`src/rtl/ipc_params.svh`:
```
// ipc_params.svh: offsets, field positions, reset values for the interrupt priority control block
// assumes inclusion by both rtl files, the package and the priority block; definitions only
`ifndef IPC_PARAMS_SVH
`define IPC_PARAMS_SVH

// ------------------------------------------------------------
// register byte offsets
// ------------------------------------------------------------
`define IPC_OFF_CAP_ADC_EXT   12'h000
`define IPC_OFF_TMR_CMP_DMA   12'h004
`define IPC_OFF_LVL_VEC       12'h008

// ------------------------------------------------------------
// field positions and widths
// ------------------------------------------------------------
`define IPC_PRIO_W            3
`define IPC_SLOT_STRIDE       4
`define IPC_LVL_LSB           8
`define IPC_LVL_W             4
`define IPC_VEC_W             7
`define IPC_NUM_SRC           8

// ------------------------------------------------------------
// reset values and codes
// ------------------------------------------------------------
`define IPC_PRIO_RESET        3'h4
`define IPC_PRIO_OFF          3'h0
`define IPC_FIELD_MASK        16'h7777
`define IPC_VEC_BASE          7'h08

`endif

```
`src/rtl/ipc_pkg.sv`:
```
// ipc_pkg.sv: types for the interrupt priority control block
// assumes ipc_params.svh is available on the include path
`include "ipc_params.svh"

package ipc_pkg;

    typedef logic [`IPC_PRIO_W-1:0] ipc_prio_t;

    // winning request toward the cpu core
    typedef struct packed {
        logic                   valid;
        logic [`IPC_LVL_W-1:0]  level;
        logic [`IPC_VEC_W-1:0]  vector;
    } ipc_req_s;

endpackage

```
`src/rtl/ipc_prio_ctrl.sv`:
```
// ipc_prio_ctrl.sv: apb-mapped priority registers, arbitration and level/vector status
// assumes apb master on i_core_clk; cpu core supplies its current level and acks taken interrupts
//
// The register offsets and the APB interface to the registers are this design's own decisions.
`timescale 1ns/10ps
`include "ipc_params.svh"

module ipc_prio_ctrl #(
    parameter int NUM_SRC = `IPC_NUM_SRC
) (
    input  wire logic                  i_core_clk,
    input  wire logic                  i_rst,
    // apb slave
    input  wire logic                  i_psel,
    input  wire logic                  i_penable,
    input  wire logic                  i_pwrite,
    input  wire logic [11:0]           i_paddr,
    input  wire logic [31:0]           i_pwdata,
    output logic      [31:0]           o_prdata,
    output logic                       o_pready,
    output logic                       o_pslverr,
    // interrupt sources, level requests
    input  wire logic [NUM_SRC-1:0]    i_src_req,
    // cpu core side
    input  wire logic [`IPC_LVL_W-1:0] i_cpu_level,
    input  wire logic                  i_cpu_ack,
    output logic                       o_irq_valid,
    output logic      [`IPC_LVL_W-1:0] o_irq_level,
    output logic      [`IPC_VEC_W-1:0] o_irq_vector
);

    // ------------------------------------------------------------
    // priority storage
    // ------------------------------------------------------------
    // source order: 0 ext irq1, 1 adc2 done, 2 capture7, 3 capture8,
    // 4 dma ch2, 5 compare3, 6 compare4, 7 timer four
    ipc_pkg::ipc_prio_t prio_q [NUM_SRC];

    logic        setup_ph;
    logic        access_ph;
    logic        sel_reg0;
    logic        sel_reg1;
    logic        sel_stat;
    logic        addr_ok;
    logic        wr_reg0;
    logic        wr_reg1;
    logic [15:0] reg0_val;
    logic [15:0] reg1_val;
    logic [15:0] stat_val;
    logic [31:0] rdata_d;

    assign setup_ph  = i_psel & ~i_penable;
    assign access_ph = i_psel & i_penable;
    assign sel_reg0  = (i_paddr == `IPC_OFF_CAP_ADC_EXT);
    assign sel_reg1  = (i_paddr == `IPC_OFF_TMR_CMP_DMA);
    assign sel_stat  = (i_paddr == `IPC_OFF_LVL_VEC);
    assign addr_ok   = sel_reg0 | sel_reg1 | sel_stat;
    // writes commit on the first access cycle, when pready is high
    assign wr_reg0   = access_ph & o_pready & i_pwrite & sel_reg0;
    assign wr_reg1   = access_ph & o_pready & i_pwrite & sel_reg1;

    genvar g;
    generate
        for (g = 0; g < NUM_SRC; g++) begin : g_prio
            localparam int SLOT = g % 4;
            logic                 wr_slot;
            ipc_pkg::ipc_prio_t   wdata_slot;
            assign wr_slot    = (g < 4) ? wr_reg0 : wr_reg1;
            assign wdata_slot = i_pwdata[SLOT*`IPC_SLOT_STRIDE +: `IPC_PRIO_W];
            always_ff @(posedge i_core_clk or posedge i_rst) begin
                if (i_rst) begin
                    prio_q[g] <= `IPC_PRIO_RESET;
                end else if (wr_slot) begin
                    prio_q[g] <= wdata_slot;
                end
            end
        end
    endgenerate

    // bit 3 of each nibble stays zero; writes there are dropped
    assign reg0_val = {1'b0, prio_q[3], 1'b0, prio_q[2], 1'b0, prio_q[1], 1'b0, prio_q[0]};
    assign reg1_val = {1'b0, prio_q[7], 1'b0, prio_q[6], 1'b0, prio_q[5], 1'b0, prio_q[4]};

    // ------------------------------------------------------------
    // per-source eligibility
    // ------------------------------------------------------------
    // both tests sit here so the scan below is a plain compare
    logic [NUM_SRC-1:0] src_on;
    logic [NUM_SRC-1:0] src_above;
    logic [NUM_SRC-1:0] src_elig;

    generate
        for (g = 0; g < NUM_SRC; g++) begin : g_elig
            assign src_on[g]    = (prio_q[g] != `IPC_PRIO_OFF);
            assign src_above[g] = ({1'b0, prio_q[g]} > i_cpu_level);
            assign src_elig[g]  = i_src_req[g] & src_on[g] & src_above[g];
        end
    endgenerate

    // ------------------------------------------------------------
    // arbitration
    // ------------------------------------------------------------
    ipc_pkg::ipc_req_s best;

    always_comb begin
        best = '0;
        // scan from highest index so lower vectors overwrite on a tie
        for (int i = NUM_SRC - 1; i >= 0; i--) begin
            if (src_elig[i] && (!best.valid || {1'b0, prio_q[i]} >= best.level)) begin
                best.valid  = 1'b1;
                best.level  = {1'b0, prio_q[i]};
                best.vector = `IPC_VEC_BASE + 7'(i);
            end
        end
    end

    // ------------------------------------------------------------
    // request to cpu and taken-interrupt status
    // ------------------------------------------------------------
    logic [`IPC_LVL_W-1:0] stat_lvl_q;
    logic [`IPC_VEC_W-1:0] stat_vec_q;

    always_ff @(posedge i_core_clk or posedge i_rst) begin
        if (i_rst) begin
            o_irq_valid  <= 1'b0;
            o_irq_level  <= '0;
            o_irq_vector <= '0;
        end else begin
            o_irq_valid  <= best.valid;
            o_irq_level  <= best.level;
            o_irq_vector <= best.vector;
        end
    end

    // status latches the offered request when the cpu takes it
    always_ff @(posedge i_core_clk or posedge i_rst) begin
        if (i_rst) begin
            stat_lvl_q <= '0;
            stat_vec_q <= '0;
        end else if (i_cpu_ack && o_irq_valid) begin
            stat_lvl_q <= o_irq_level;
            stat_vec_q <= o_irq_vector;
        end
    end

    // status is read-only; a write is accepted and has no effect
    assign stat_val = {4'h0, stat_lvl_q, 1'b0, stat_vec_q};

    // ------------------------------------------------------------
    // apb answer: no wait state, read data registered
    // ------------------------------------------------------------
    assign rdata_d = sel_reg0 ? {16'h0, reg0_val} :
                     sel_reg1 ? {16'h0, reg1_val} :
                     sel_stat ? {16'h0, stat_val} : 32'h0;

    always_ff @(posedge i_core_clk or posedge i_rst) begin
        if (i_rst) begin
            o_pready  <= 1'b0;
            o_prdata  <= '0;
            o_pslverr <= 1'b0;
        end else begin
            o_pready  <= setup_ph;
            o_prdata  <= setup_ph ? rdata_d : 32'h0;
            o_pslverr <= setup_ph & ~addr_ok;
        end
    end

endmodule // ipc_prio_ctrl

```
`config.mk`:
```
export PLATFORM = sky130hd
export DESIGN_NAME = ipc_prio_ctrl
export DESIGN_NICKNAME = d
export VERILOG_FILES = /design/src/rtl/ipc_pkg.sv /design/src/rtl/ipc_prio_ctrl.sv
export VERILOG_INCLUDE_DIRS = /design/src /design/src/rtl
export SDC_FILE = /design/constraint.sdc
export NUM_CORES = 1
export LEC_CHECK = 0
export ABC_AREA = 1
export BUFFER_PORTS_ARGS = -buffer_cell sky130_fd_sc_hd__buf_2
export CAP_MARGIN = 20
export CORE_MARGIN = 2
export CORE_UTILIZATION = 45
export DETAILED_ROUTE_END_ITERATION = 12
export PLACE_DENSITY = 0.7
export SYNTH_ARGS = -nofsm -noshare
export SYNTH_HDL_FRONTEND = slang
export SYNTH_SLANG_ARGS = --single-unit
export TNS_END_PERCENT = 100
```
`constraint.sdc`:
```
create_clock -name i_core_clk -period 12.57 [get_ports i_core_clk]
set_input_delay 1.8855 -clock i_core_clk [delete_from_list [all_inputs] [get_ports i_core_clk]]
set_output_delay 1.8855 -clock i_core_clk [all_outputs]
set_load 0.02 [all_outputs]
```
==> flow_metrics.env, run 1 <==
export IMPL_path_common_cell="nand2_1"
export IMPL_cts_tree="done"
export IMPL_dp_hpwl_um=7390
export IMPL_dr_pass1_iters=5
export IMPL_cp_end_kind="flip-flop"
export IMPL_dieHeight_um=98.1
export IMPL_drv_cap=0
export IMPL_cp_num_cells=67
export IMPL_drtAntennaViolNets=0
export IMPL_netSwitchingPower_mw=0.0736
export IMPL_crit_type="input pin to flip-flop"
export IMPL_power_frac_clock_pct=31.0
export IMPL_numPortBuffers=64
export IMPL_grtUsageTotal_pct=20.0
export IMPL_slowest_stage="inv_1"
export IMPL_finClkSkew_ps=3.35
export IMPL_relSlewSlack_pct=34.1
export IMPL_area_growth_pct=10.8
export IMPL_hold_viol=0
export IMPL_worst_pin_slew_ps=980
export IMPL_cp_top_family="simple AND/OR/NAND/NOR gates"
export IMPL_p_leak_nw=2.40
export IMPL_status="complete, no violations"
export IMPL_clk_latency_ps=300
export IMPL_post_route_period_util_pct=83.2
export IMPL_coreArea_sq_um=8640
export IMPL_critPathRequiredTime_ps=12800
export IMPL_cts_resized_gates=0
export IMPL_rsz0062_at_grt="false"
export IMPL_yosysSeqAreaShare_pct=33.6
export IMPL_drc=0
export IMPL_grt_pass1_wl_um=15500
export IMPL_ys_flop_type="dfrtp_1"
export IMPL_min_period_ps=10460
export IMPL_grt_pass1_vias=3362
export IMPL_crit_fanout=8
export IMPL_placed_cell_area_sq_um=4310
export IMPL_die_area_sq_um=9620
export IMPL_fin_hold_ws_ps=472
export IMPL_antenna_found_initial=0
export IMPL_synth_area_sq_um=3980
export IMPL_cts_root_buf="clkbuf_8"
export IMPL_post_drt_wl_per_cell_um=13.7
export IMPL_synth_edf_count=0
export IMPL_grt_ovfl_total=0
export IMPL_finalMaxSlewViolations=0
export IMPL_power_density_nw_per_um2=66.3
export IMPL_max_stage_delay_ps=330
export IMPL_fin_nets=689
export IMPL_viasPerCell=5.04
export IMPL_gp_congestion=0.891
export IMPL_first_iter_violations=183
export IMPL_critical_path_startpoint="i_cpu_level[2]"
export IMPL_syn_inst=520
export IMPL_totalNegativeSetupSlack_ps=0
export IMPL_postCtsHoldBufs=0
export IMPL_r2r_slack_ps=3640
export IMPL_worstRegToRegCells=65
export IMPL_die_w_um=98.1
export IMPL_worstReg2RegStart="prio_q[2]"
export IMPL_synth_seq_cells=53
export IMPL_htree_levels=2
export IMPL_cts_setup_buffers=0
export IMPL_comb_power_share_pct=10.6
export IMPL_num_io_pins=108
export IMPL_ys_types=40
export IMPL_setup_viol=0
export IMPL_yosys_warnings=0
export IMPL_drive_above_1_share_pct=19.9
export IMPL_clock_sinks=53
export IMPL_path_buf_inv=5
export IMPL_n_antenna_cell=0
export IMPL_grt_max_degree=54
export IMPL_reg2reg_to="o_irq_vector[2]"
export IMPL_irDropWorstVdd_mv=0.0332
export IMPL_start_util_pct=46.1
export IMPL_clock_path_buffers=2
export IMPL_num_vias=3482
export IMPL_syn_area_per_cell_sq_um=7.66
export IMPL_num_rows=34
export IMPL_synth_async_sr_flop_share_pct=100
export IMPL_nFillCells=844
export IMPL_cp_arrival_ps=10690
export IMPL_fmax_mhz=95.6
export IMPL_p_total_mw=0.293
export IMPL_path_clk_slew_ps=90
export IMPL_finalWirelength_um=9450
export IMPL_post_route_cell_area_sq_um=4410
export IMPL_p_int_mw=0.219
export IMPL_p_sw_share_pct=25.1
export IMPL_hp_class="flip-flop to flip-flop"
export IMPL_final_util_pct=51.1
export IMPL_cts_buffers=5
export IMPL_endpoint="o_irq_vector[2]"
export IMPL_cp_start_kind="input pin"
export IMPL_power_frac_seq_pct=58.4
==> worst reg2reg max path: cells and delay by family (launching register included) <==
kind	cells	cell delay (ps)
AOI/OAI and AO/OA	13	1880
adders and majority gates	8	2110
and+or+nand+nor	41	4150
DFF	1	570
buffers and inverters	3	200
==> power by group through the flow <==
stage               sequential (mW)  clock [mW]  combinational (mW)
finish                        0.171      0.0907              0.0309
global route                  0.171       0.101              0.0351
CTS                           0.171      0.0935              0.0305
global placement              0.174           0              0.0293
floorplan                     0.175           0              0.0238
detailed placement            0.174           0              0.0304
==> Yosys cell counts (8+ instances only) <==
cell / number / area (sq um)
inv_1: 89 / 334
nor2_1: 31 / 116
a21oi_1: 21 / 105
nand2_1: 106 / 398
o21ai_0: 29 / 145
dfrtp_1: 45 / 1130
nand2_2: 8 / 50.1
ha_1: 45 / 563
buf_4: 24 / 180
dfstp_2: 8 / 210
and2_1: 9 / 56.3
a211oi_1: 8 / 60.1
nand3_1: 34 / 170
==> kinds of logic after synthesis <==
family                     Yosys count  share of synthesized area [%]
adders and majority gates           45                           14.1
AOI/OAI and AO/OA                   74                           10.7
and+or+nand+nor                    214                           25.4
buffers and inverters              127                           14.4
muxes                                6                           1.70
DFF                                 53                           33.6
other                                1                         0.0942
==> sequential cells by signal, indices dropped and copies added (netlist names) <==
register,flops
o_irq_level,3
o_irq_valid,1
o_irq_vector,3
o_prdata,13
o_pready,1
o_pslverr,1
prio_q,24
stat_lvl_q,3
stat_vec_q,4
==> worst min path at each step <==
stage,from,endpoint,slack (ps),cells past startpoint
2_1_floorplan,stat_vec_q[3],stat_vec_q[3],430,2
3_3_place_gp,stat_vec_q[3],stat_vec_q[3],450,2
3_5_place_dp,stat_vec_q[3],stat_vec_q[3],450,2
4_1_cts,stat_vec_q[3],stat_vec_q[3],470,2
5_1_grt,stat_vec_q[3],stat_vec_q[3],500,2
6_report,stat_vec_q[3],stat_vec_q[3],470,2
==> cell usage in the layout, fill, tap and decap left out, drive strengths merged <==
cell type	netlist	layout
nand2	119	119
inv	94	94
buf	25	65
ha	45	45
dfrtp	45	45
nand3	37	37
o21ai	35	35
nor2	33	33
conb	1	23
a21oi	21	21
and2	9	9
a211oi	8	8
dfstp	8	8
nand4	6	6
a221oi	6	6
mux2	6	6
clkbuf	7	6
nor3	4	4
clkinv	1	3
nand2b	2	2
or2	2	2
o21bai	1	1
a21boi	1	1
a311oi	1	1
nor3b	1	1
a31oi	1	1
nor4	1	1
==> area by class of cell <==
class,instances,area (sq um),area share (%)
timing repair buffer,65,340,7.72
clock buffer,6,72.6,1.65
sequential,53,1340,30.3
multi-input combinational,362,2160,48.9
tap,108,135,3.06
inverter,95,360,8.17
clock inverter,2,10.0,0.227
==> layer usage <==
| layer | track usage (%) | wire length, um | vias to the layer above | part of all wire (%) |
|---|---|---|---|---|
| li1 | - | - | 1740 | - |
| met5 | 0 | 0 | - | 0 |
| met1 | 26.5 | 4240 | 1589 | 45 |
| met4 | 6.62 | 205 | 0 | 2.2 |
| met2 | 33.0 | 4300 | 138 | 46 |
| met3 | 3.79 | 703 | 15 | 7.4 |
==> through the flow <==
stage | std cells | worst slack, ps
3_5_place_dp | 682 | 1880
5_1_grt | 691 | 1090
4_1_cts | 690 | 2140
6_report | 691 | 2110
2_1_floorplan | 542 | 2980
3_3_place_gp | 682 | 2000
No activity file was read; power rests on OpenSTA's default activity.
==> inputs of run 2 (changes only) <==
PLACE_DENSITY = 0.73   (was 0.7)
clock period = 8.5 ns   (was 12.57 ns; I/O delays follow)
==> run 2 against run 1 <==
Net effect:
- the run now ends with setup timing left
- largest cell class unchanged
- non-clock buffer count increased by 95
- clock-buffer cell count increased by 1
- cell area increased by 27%
==> flow_metrics.env, run 2 (synthesis results as in run 1) <==
export IMPL_status="complete, but fails checks"
export IMPL_violations="setup timing"
export IMPL_final_common_cell="buf_4"
export IMPL_dp_hpwl_um=7980
export IMPL_irDropWorstVdd_mv=0.0633
export IMPL_cts_root_buf="clkbuf_8"
export IMPL_gp_congestion=0.998
export IMPL_antenna_found_initial=0
export IMPL_p_leak_nw=2.96
export IMPL_grt_max_degree=54
export IMPL_post_route_cell_area_sq_um=5600
export IMPL_power_density_nw_per_um2=79.4
export IMPL_num_io_pins=108
export IMPL_grtUsageTotal_pct=24.6
export IMPL_critPathRequiredTime_ps=8700
export IMPL_worst_pin_slew_ps=972
export IMPL_cp_end_kind="flip-flop"
export IMPL_path_buf_inv=24
export IMPL_clk_latency_ps=310
export IMPL_relSlewSlack_pct=34.6
export IMPL_placed_cell_area_sq_um=4800
export IMPL_post_route_period_util_pct=106
export IMPL_drive_above_1_share_pct=42.3
export IMPL_fin_nets=784
export IMPL_largest_reg_flops=24
export IMPL_cts_tree="done"
export IMPL_p_total_mw=0.445
export IMPL_final_util_pct=64.9
export IMPL_final_cell_mix="buf_4 (92), nand2_1 (85), inv_1 (81), buf_2 (62), dfrtp_1 (45)"
export IMPL_post_drt_wl_per_cell_um=16.1
export IMPL_nFillCells=653
export IMPL_fmax_mhz=111
export IMPL_finalWirelength_um=12600
export IMPL_cp_top_family="simple AND/OR/NAND/NOR gates"
export IMPL_num_rows=34
export IMPL_top_register="prio_q"
export IMPL_fin_hold_ws_ps=473
export IMPL_grt_pass1_vias=4192
export IMPL_crit_type="input pin to flip-flop"
export IMPL_min_period_ps=9010
export IMPL_finalMaxSlewViolations=0
export IMPL_first_iter_violations=236
export IMPL_coreArea_sq_um=8640
export IMPL_numPortBuffers=64
export IMPL_crit_fanout=5
export IMPL_dr_pass1_iters=5
export IMPL_cp_arrival_ps=9220
export IMPL_num_vias=4122
export IMPL_clock_path_buffers=2
export IMPL_hp_class="flip-flop to flip-flop"
export IMPL_hold_viol=0
export IMPL_clock_sinks=53
export IMPL_drc=0
export IMPL_pre_cts_ws_ps=-715
export IMPL_path_common_cell="buf_4"
export IMPL_top_regs="prio_q: 24 flops, o_prdata: 13 flops, stat_vec_q: 4 flops"
export IMPL_grt_pass1_wl_um=19100
export IMPL_drv_cap=0
export IMPL_cp_start_kind="input pin"
export IMPL_dieHeight_um=98.1
export IMPL_viasPerCell=5.24
export IMPL_slowest_stage="ha_4"
export IMPL_die_area_sq_um=9620
export IMPL_setup_viol=6
export IMPL_finClkSkew_ps=7.00
export IMPL_start_util_pct=46.1
export IMPL_htree_levels=2
export IMPL_rsz0062_at_grt="true"
export IMPL_path_clk_slew_ps=90
export IMPL_max_stage_delay_ps=290
export IMPL_die_w_um=98.1
export IMPL_drtAntennaViolNets=0
export IMPL_layout_setup_ws_ps=-511
export IMPL_grt_ovfl_total=0
export IMPL_n_antenna_cell=0
export IMPL_area_growth_pct=40.7
export IMPL_cts_buffers=5
run 2: changes by cell type in the layout (fill, tap and decap cells not counted), moves of 7 or more:
cell / before / now
buf_4: 0 / 92
nand2_1: 106 / 85
nand3_1: 34 / 16
nand2_2: 8 / 23
nand3_2: 2 / 16
ha_1: 45 / 33
ha_4: 0 / 12
inv_1: 88 / 81
run 2: worst reg2reg max path, delay by kind of cell (launching register included):
| family | cells | cell delay [ps] |
|---|---|---|
| simple gates | 34 | 3050 |
| buf+inv | 23 | 2540 |
| fa+ha+maj | 6 | 1460 |
| compound gates | 8 | 910 |
| flops | 1 | 440 |
run 2: power by group:
part           switching [mW]  internal, mW  leakage [nW]
Combinational          0.0350        0.0182          2.22
Sequential           0.000249         0.253         0.704
Clock                  0.0804        0.0584        0.0385
Total                   0.116         0.329          2.96
run 2: worst paths after layout:
| check | from | endpoint | slack, ps | depth (start not counted) |
|---|---|---|---|---|
| min in group asynchronous | i_rst | prio_q[4] | 930 | 2 |
| hold / removal | stat_vec_q[3] | stat_vec_q[3] | 470 | 2 |
| hold reg to reg | stat_vec_q[3] | stat_vec_q[3] | 470 | 2 |
| setup / recovery | i_cpu_level[1] | o_irq_level[0] | -510 | 73 |
| setup reg to reg | prio_q[0] | o_irq_level[0] | 40 | 71 |
| max in group asynchronous | i_rst | prio_q[23] | 6990 | 3 |
run 2: repair_timing:
item | 4_1_cts | 5_1_grt
setup buffers | 36 | 7
gates resized for setup | 31 | 47
endpoints found under the setup margin | 6 | 6
hold buffers | 0 | 0
pin swaps | 53 | 54
run 2: stage by stage:
stage,cells,setup TNS [ps]
6_report,786,-2800
5_1_grt,786,-5330
4_1_cts,778,-1230
3_5_place_dp,734,-4030
3_3_place_gp,734,-2740
2_1_floorplan,542,-620
run 2: final cells by class:
cell class                 count  area, sq um  share of cell area (%)
sequential                    53         1340                    23.9
timing repair buffer         160         1080                    19.2
inverter                      95          379                    6.77
multi-input combinational    362         2590                    46.2
tap                          108          135                    2.41
clock inverter                 1         7.51                   0.134
clock buffer                   7         76.3                    1.36
run 2: per-layer routing:
| layer | part of all wire (%) | vias up | global-route usage, % |
|---|---|---|---|
| met5 | 0 | - | 0 |
| met4 | 4.1 | 0 | 11.1 |
| met3 | 7.2 | 49 | 4.44 |
| met2 | 48 | 191 | 42.8 |
| met1 | 40 | 1937 | 29.7 |
| li1 | - | 1945 | - |
==> inputs of run 3 (changes only) <==
ABC_AREA = 0   (was 1)
==> run 3 against run 2 <==
Net effect:
- the run still ends with setup timing left
- cell area shrank 6.5%
- hold slack gained 6.2 ps
- non-clock buffer count grew 2
- critical path depth shrank 19
- die area shrank 4.6%
- wire length shrank 9.7%
==> flow_metrics.env, run 3 <==
export IMPL_status="complete, but fails checks"
export IMPL_violations="setup timing"
export IMPL_yosysSeqAreaShare_pct=35.2
export IMPL_coreArea_sq_um=8180
export IMPL_grt_pass1_wl_um=17300
export IMPL_relSlewSlack_pct=33.6
export IMPL_rsz0062_at_grt="true"
export IMPL_drc=0
export IMPL_hp_class="flip-flop to flip-flop"
export IMPL_met2_usage_pct=44.6
export IMPL_p_total_mw=0.552
export IMPL_cp_arrival_ps=10640
export IMPL_dp_hpwl_um=8190
export IMPL_clock_path_buffers=2
export IMPL_die_w_um=95.8
export IMPL_final_common_cell="buf_4"
export IMPL_worstRegToRegCells=52
export IMPL_slowest_stage="a221o_2"
export IMPL_power_density_nw_per_um2=105
export IMPL_synth_async_sr_flop_share_pct=100
export IMPL_yosys_warnings=0
export IMPL_drive_above_1_share_pct=46.3
export IMPL_fin_hold_ws_ps=480
export IMPL_post_drt_wl_per_cell_um=17.4
export IMPL_num_io_pins=108
export IMPL_syn_inst=390
export IMPL_postCtsHoldBufs=0
export IMPL_reg2reg_to="o_irq_level[0]"
export IMPL_worstReg2RegStart="prio_q[2]"
export IMPL_largest_reg_flops=24
export IMPL_finClkSkew_ps=9.59
export IMPL_yosys_area_top_type_share_pct=29.7
export IMPL_use_met1_pct=30.3
export IMPL_ys_flop_type="dfrtp_1"
export IMPL_cp_start_kind="input pin"
export IMPL_crit_type="input pin to flip-flop"
export IMPL_fin_nets=657
export IMPL_top_register="prio_q"
export IMPL_pre_cts_ws_ps=-2360
export IMPL_grt_pass1_vias=3576
export IMPL_antenna_found_initial=0
export IMPL_synth_edf_count=0
export IMPL_grt_max_degree=54
export IMPL_htree_levels=2
export IMPL_n_antenna_cell=0
export IMPL_layout_setup_ws_ps=-1940
export IMPL_grtUsageMet3_pct=3.37
export IMPL_r2r_slack_ps=-1420
export IMPL_cts_tree="done"
export IMPL_drtAntennaViolNets=0
export IMPL_start_util_pct=46.4
export IMPL_finalWirelength_um=11400
export IMPL_crit_fanout=6
export IMPL_cts_root_buf="clkbuf_8"
export IMPL_hold_viol=0
export IMPL_fmax_mhz=95.8
export IMPL_path_common_cell="a21o_1"
export IMPL_num_rows=33
export IMPL_final_cell_mix="buf_4 (95), buf_2 (62), dfrtp_1 (45), ha_1 (40), nor2_1 (26)"
export IMPL_die_area_sq_um=9180
export IMPL_finalMaxSlewViolations=0
export IMPL_worst_hold_path_endpoint="stat_vec_q[3]"
export IMPL_min_period_ps=10440
export IMPL_p_leak_nw=2.62
export IMPL_drv_cap=0
export IMPL_grt_ovfl_total=0
export IMPL_cts_buffers=5
export IMPL_setup_viol=6
export IMPL_clk_latency_ps=310
export IMPL_top_regs="prio_q: 24 flops, o_prdata: 13 flops, stat_vec_q: 4 flops"
export IMPL_area_growth_pct=38.1
export IMPL_synth_area_top_cells="dfrtp_1 (30%), ha_1 (15%), mux2_2 (5.6%)"
export IMPL_nFillCells=660
export IMPL_yosys_area_top_type="dfrtp_1"
export IMPL_numPortBuffers=64
export IMPL_num_vias=3548
export IMPL_dr_pass1_iters=4
export IMPL_placed_cells=613
export IMPL_whs_path_depth=1
export IMPL_max_stage_delay_ps=400
export IMPL_final_util_pct=64.0
export IMPL_post_route_period_util_pct=123
export IMPL_grtUsageTotal_pct=25.0
export IMPL_first_iter_violations=223
export IMPL_worst_pin_slew_ps=993
export IMPL_syn_area_per_cell_sq_um=9.72
export IMPL_synth_seq_cells=53
export IMPL_fin_cells=656
export IMPL_irDropWorstVdd_mv=0.0623
export IMPL_synth_common_cells="dfrtp_1 (45), ha_1 (45), nor2_1 (28)"
export IMPL_dieHeight_um=95.8
export IMPL_path_clk_slew_ps=100
export IMPL_clock_sinks=53
export IMPL_gp_congestion=0.921
export IMPL_critPathRequiredTime_ps=8700
export IMPL_viasPerCell=5.41
export IMPL_cp_end_kind="flip-flop"
export IMPL_min_from="stat_vec_q[3]"
export IMPL_grt_busiest_layer="met2"
export IMPL_synth_area_sq_um=3790
export IMPL_ys_types=61
## run 3: cell types whose count changed after synthesis, moves of 13 or more
cell / delta
nand2_1: -83
o21ai_0: -15
mux2_2: +13
inv_1: -69
nand3_1: -21
## run 3: layout make-up
type | instances | area (sq um) | area share, %
Timing Repair Buffer | 162 | 1090 | 20.8
Tap cell | 105 | 131 | 2.51
Clock buffer | 6 | 72.6 | 1.39
Clock inverter | 2 | 13.8 | 0.263
Sequential cell | 53 | 1340 | 25.5
Multi-Input combinational cell | 307 | 2510 | 47.9
Inverter | 21 | 86.3 | 1.65
## run 3: worst max-delay path, delay by kind of cell
kind            cells  cell delay [ps]
compound gates     28             5160
fa+ha+maj           8             2030
buf+inv             3              230
mux                 1              320
simple gates       14             1610
## run 3: power by group
group | leakage (nW) | switching [mW] | internal (mW)
Combinational | 1.93 | 0.0699 | 0.0649
Clock | 0.0456 | 0.0884 | 0.0590
Sequential | 0.643 | 0.00608 | 0.263
## run 3: worst max-delay path by stage
stage                        start        endpoint  slack [ps]
floorplan           i_cpu_level[2]  o_irq_level[0]       -1940
global placement    i_cpu_level[1]  o_irq_level[0]       -2020
detailed placement  i_cpu_level[1]  o_irq_level[0]       -2360
CTS                 i_cpu_level[1]  o_irq_level[0]       -1790
global route        i_cpu_level[1]  o_irq_level[0]       -2390
finish              i_cpu_level[1]  o_irq_level[0]       -1940
## run 3: metal layers
layer  routed length, um  up-vias  part of all wire (%)
met5                   0        -                     0
met4                 386        0                   3.4
met3                 660       26                   5.8
met2                5780      119                    51
met1                4570     1704                    40
li1                    -     1699                     -
## run 3: logic make-up after synthesis
family          after synthesis  share of synthesized area, %
simple gates                117                          16.5
compound gates               94                          17.6
flops                        53                          35.2
buf+inv                      52                          7.69
fa+ha+maj                    45                          14.8
mux                          28                          8.08
other cells                   1                        0.0989
## run 3: timing repair
action / in CTS / in global routing
pin swaps: 14 / 16
gates resized for setup: 24 / 15
hold endpoints to repair: 0 / 0
buffers inserted: 33 / 2
setup endpoints to repair: 6 / 6
## run 3: through the flow
| stage | setup TNS [ps] | area, sq um |
|---|---|---|
| global route | -14120 | 5240 |
| global placement | -11660 | 4650 |
| floorplan | -10970 | 3950 |
| detailed placement | -13720 | 4650 |
| finish | -11170 | 5240 |
| CTS | -10300 | 5130 |
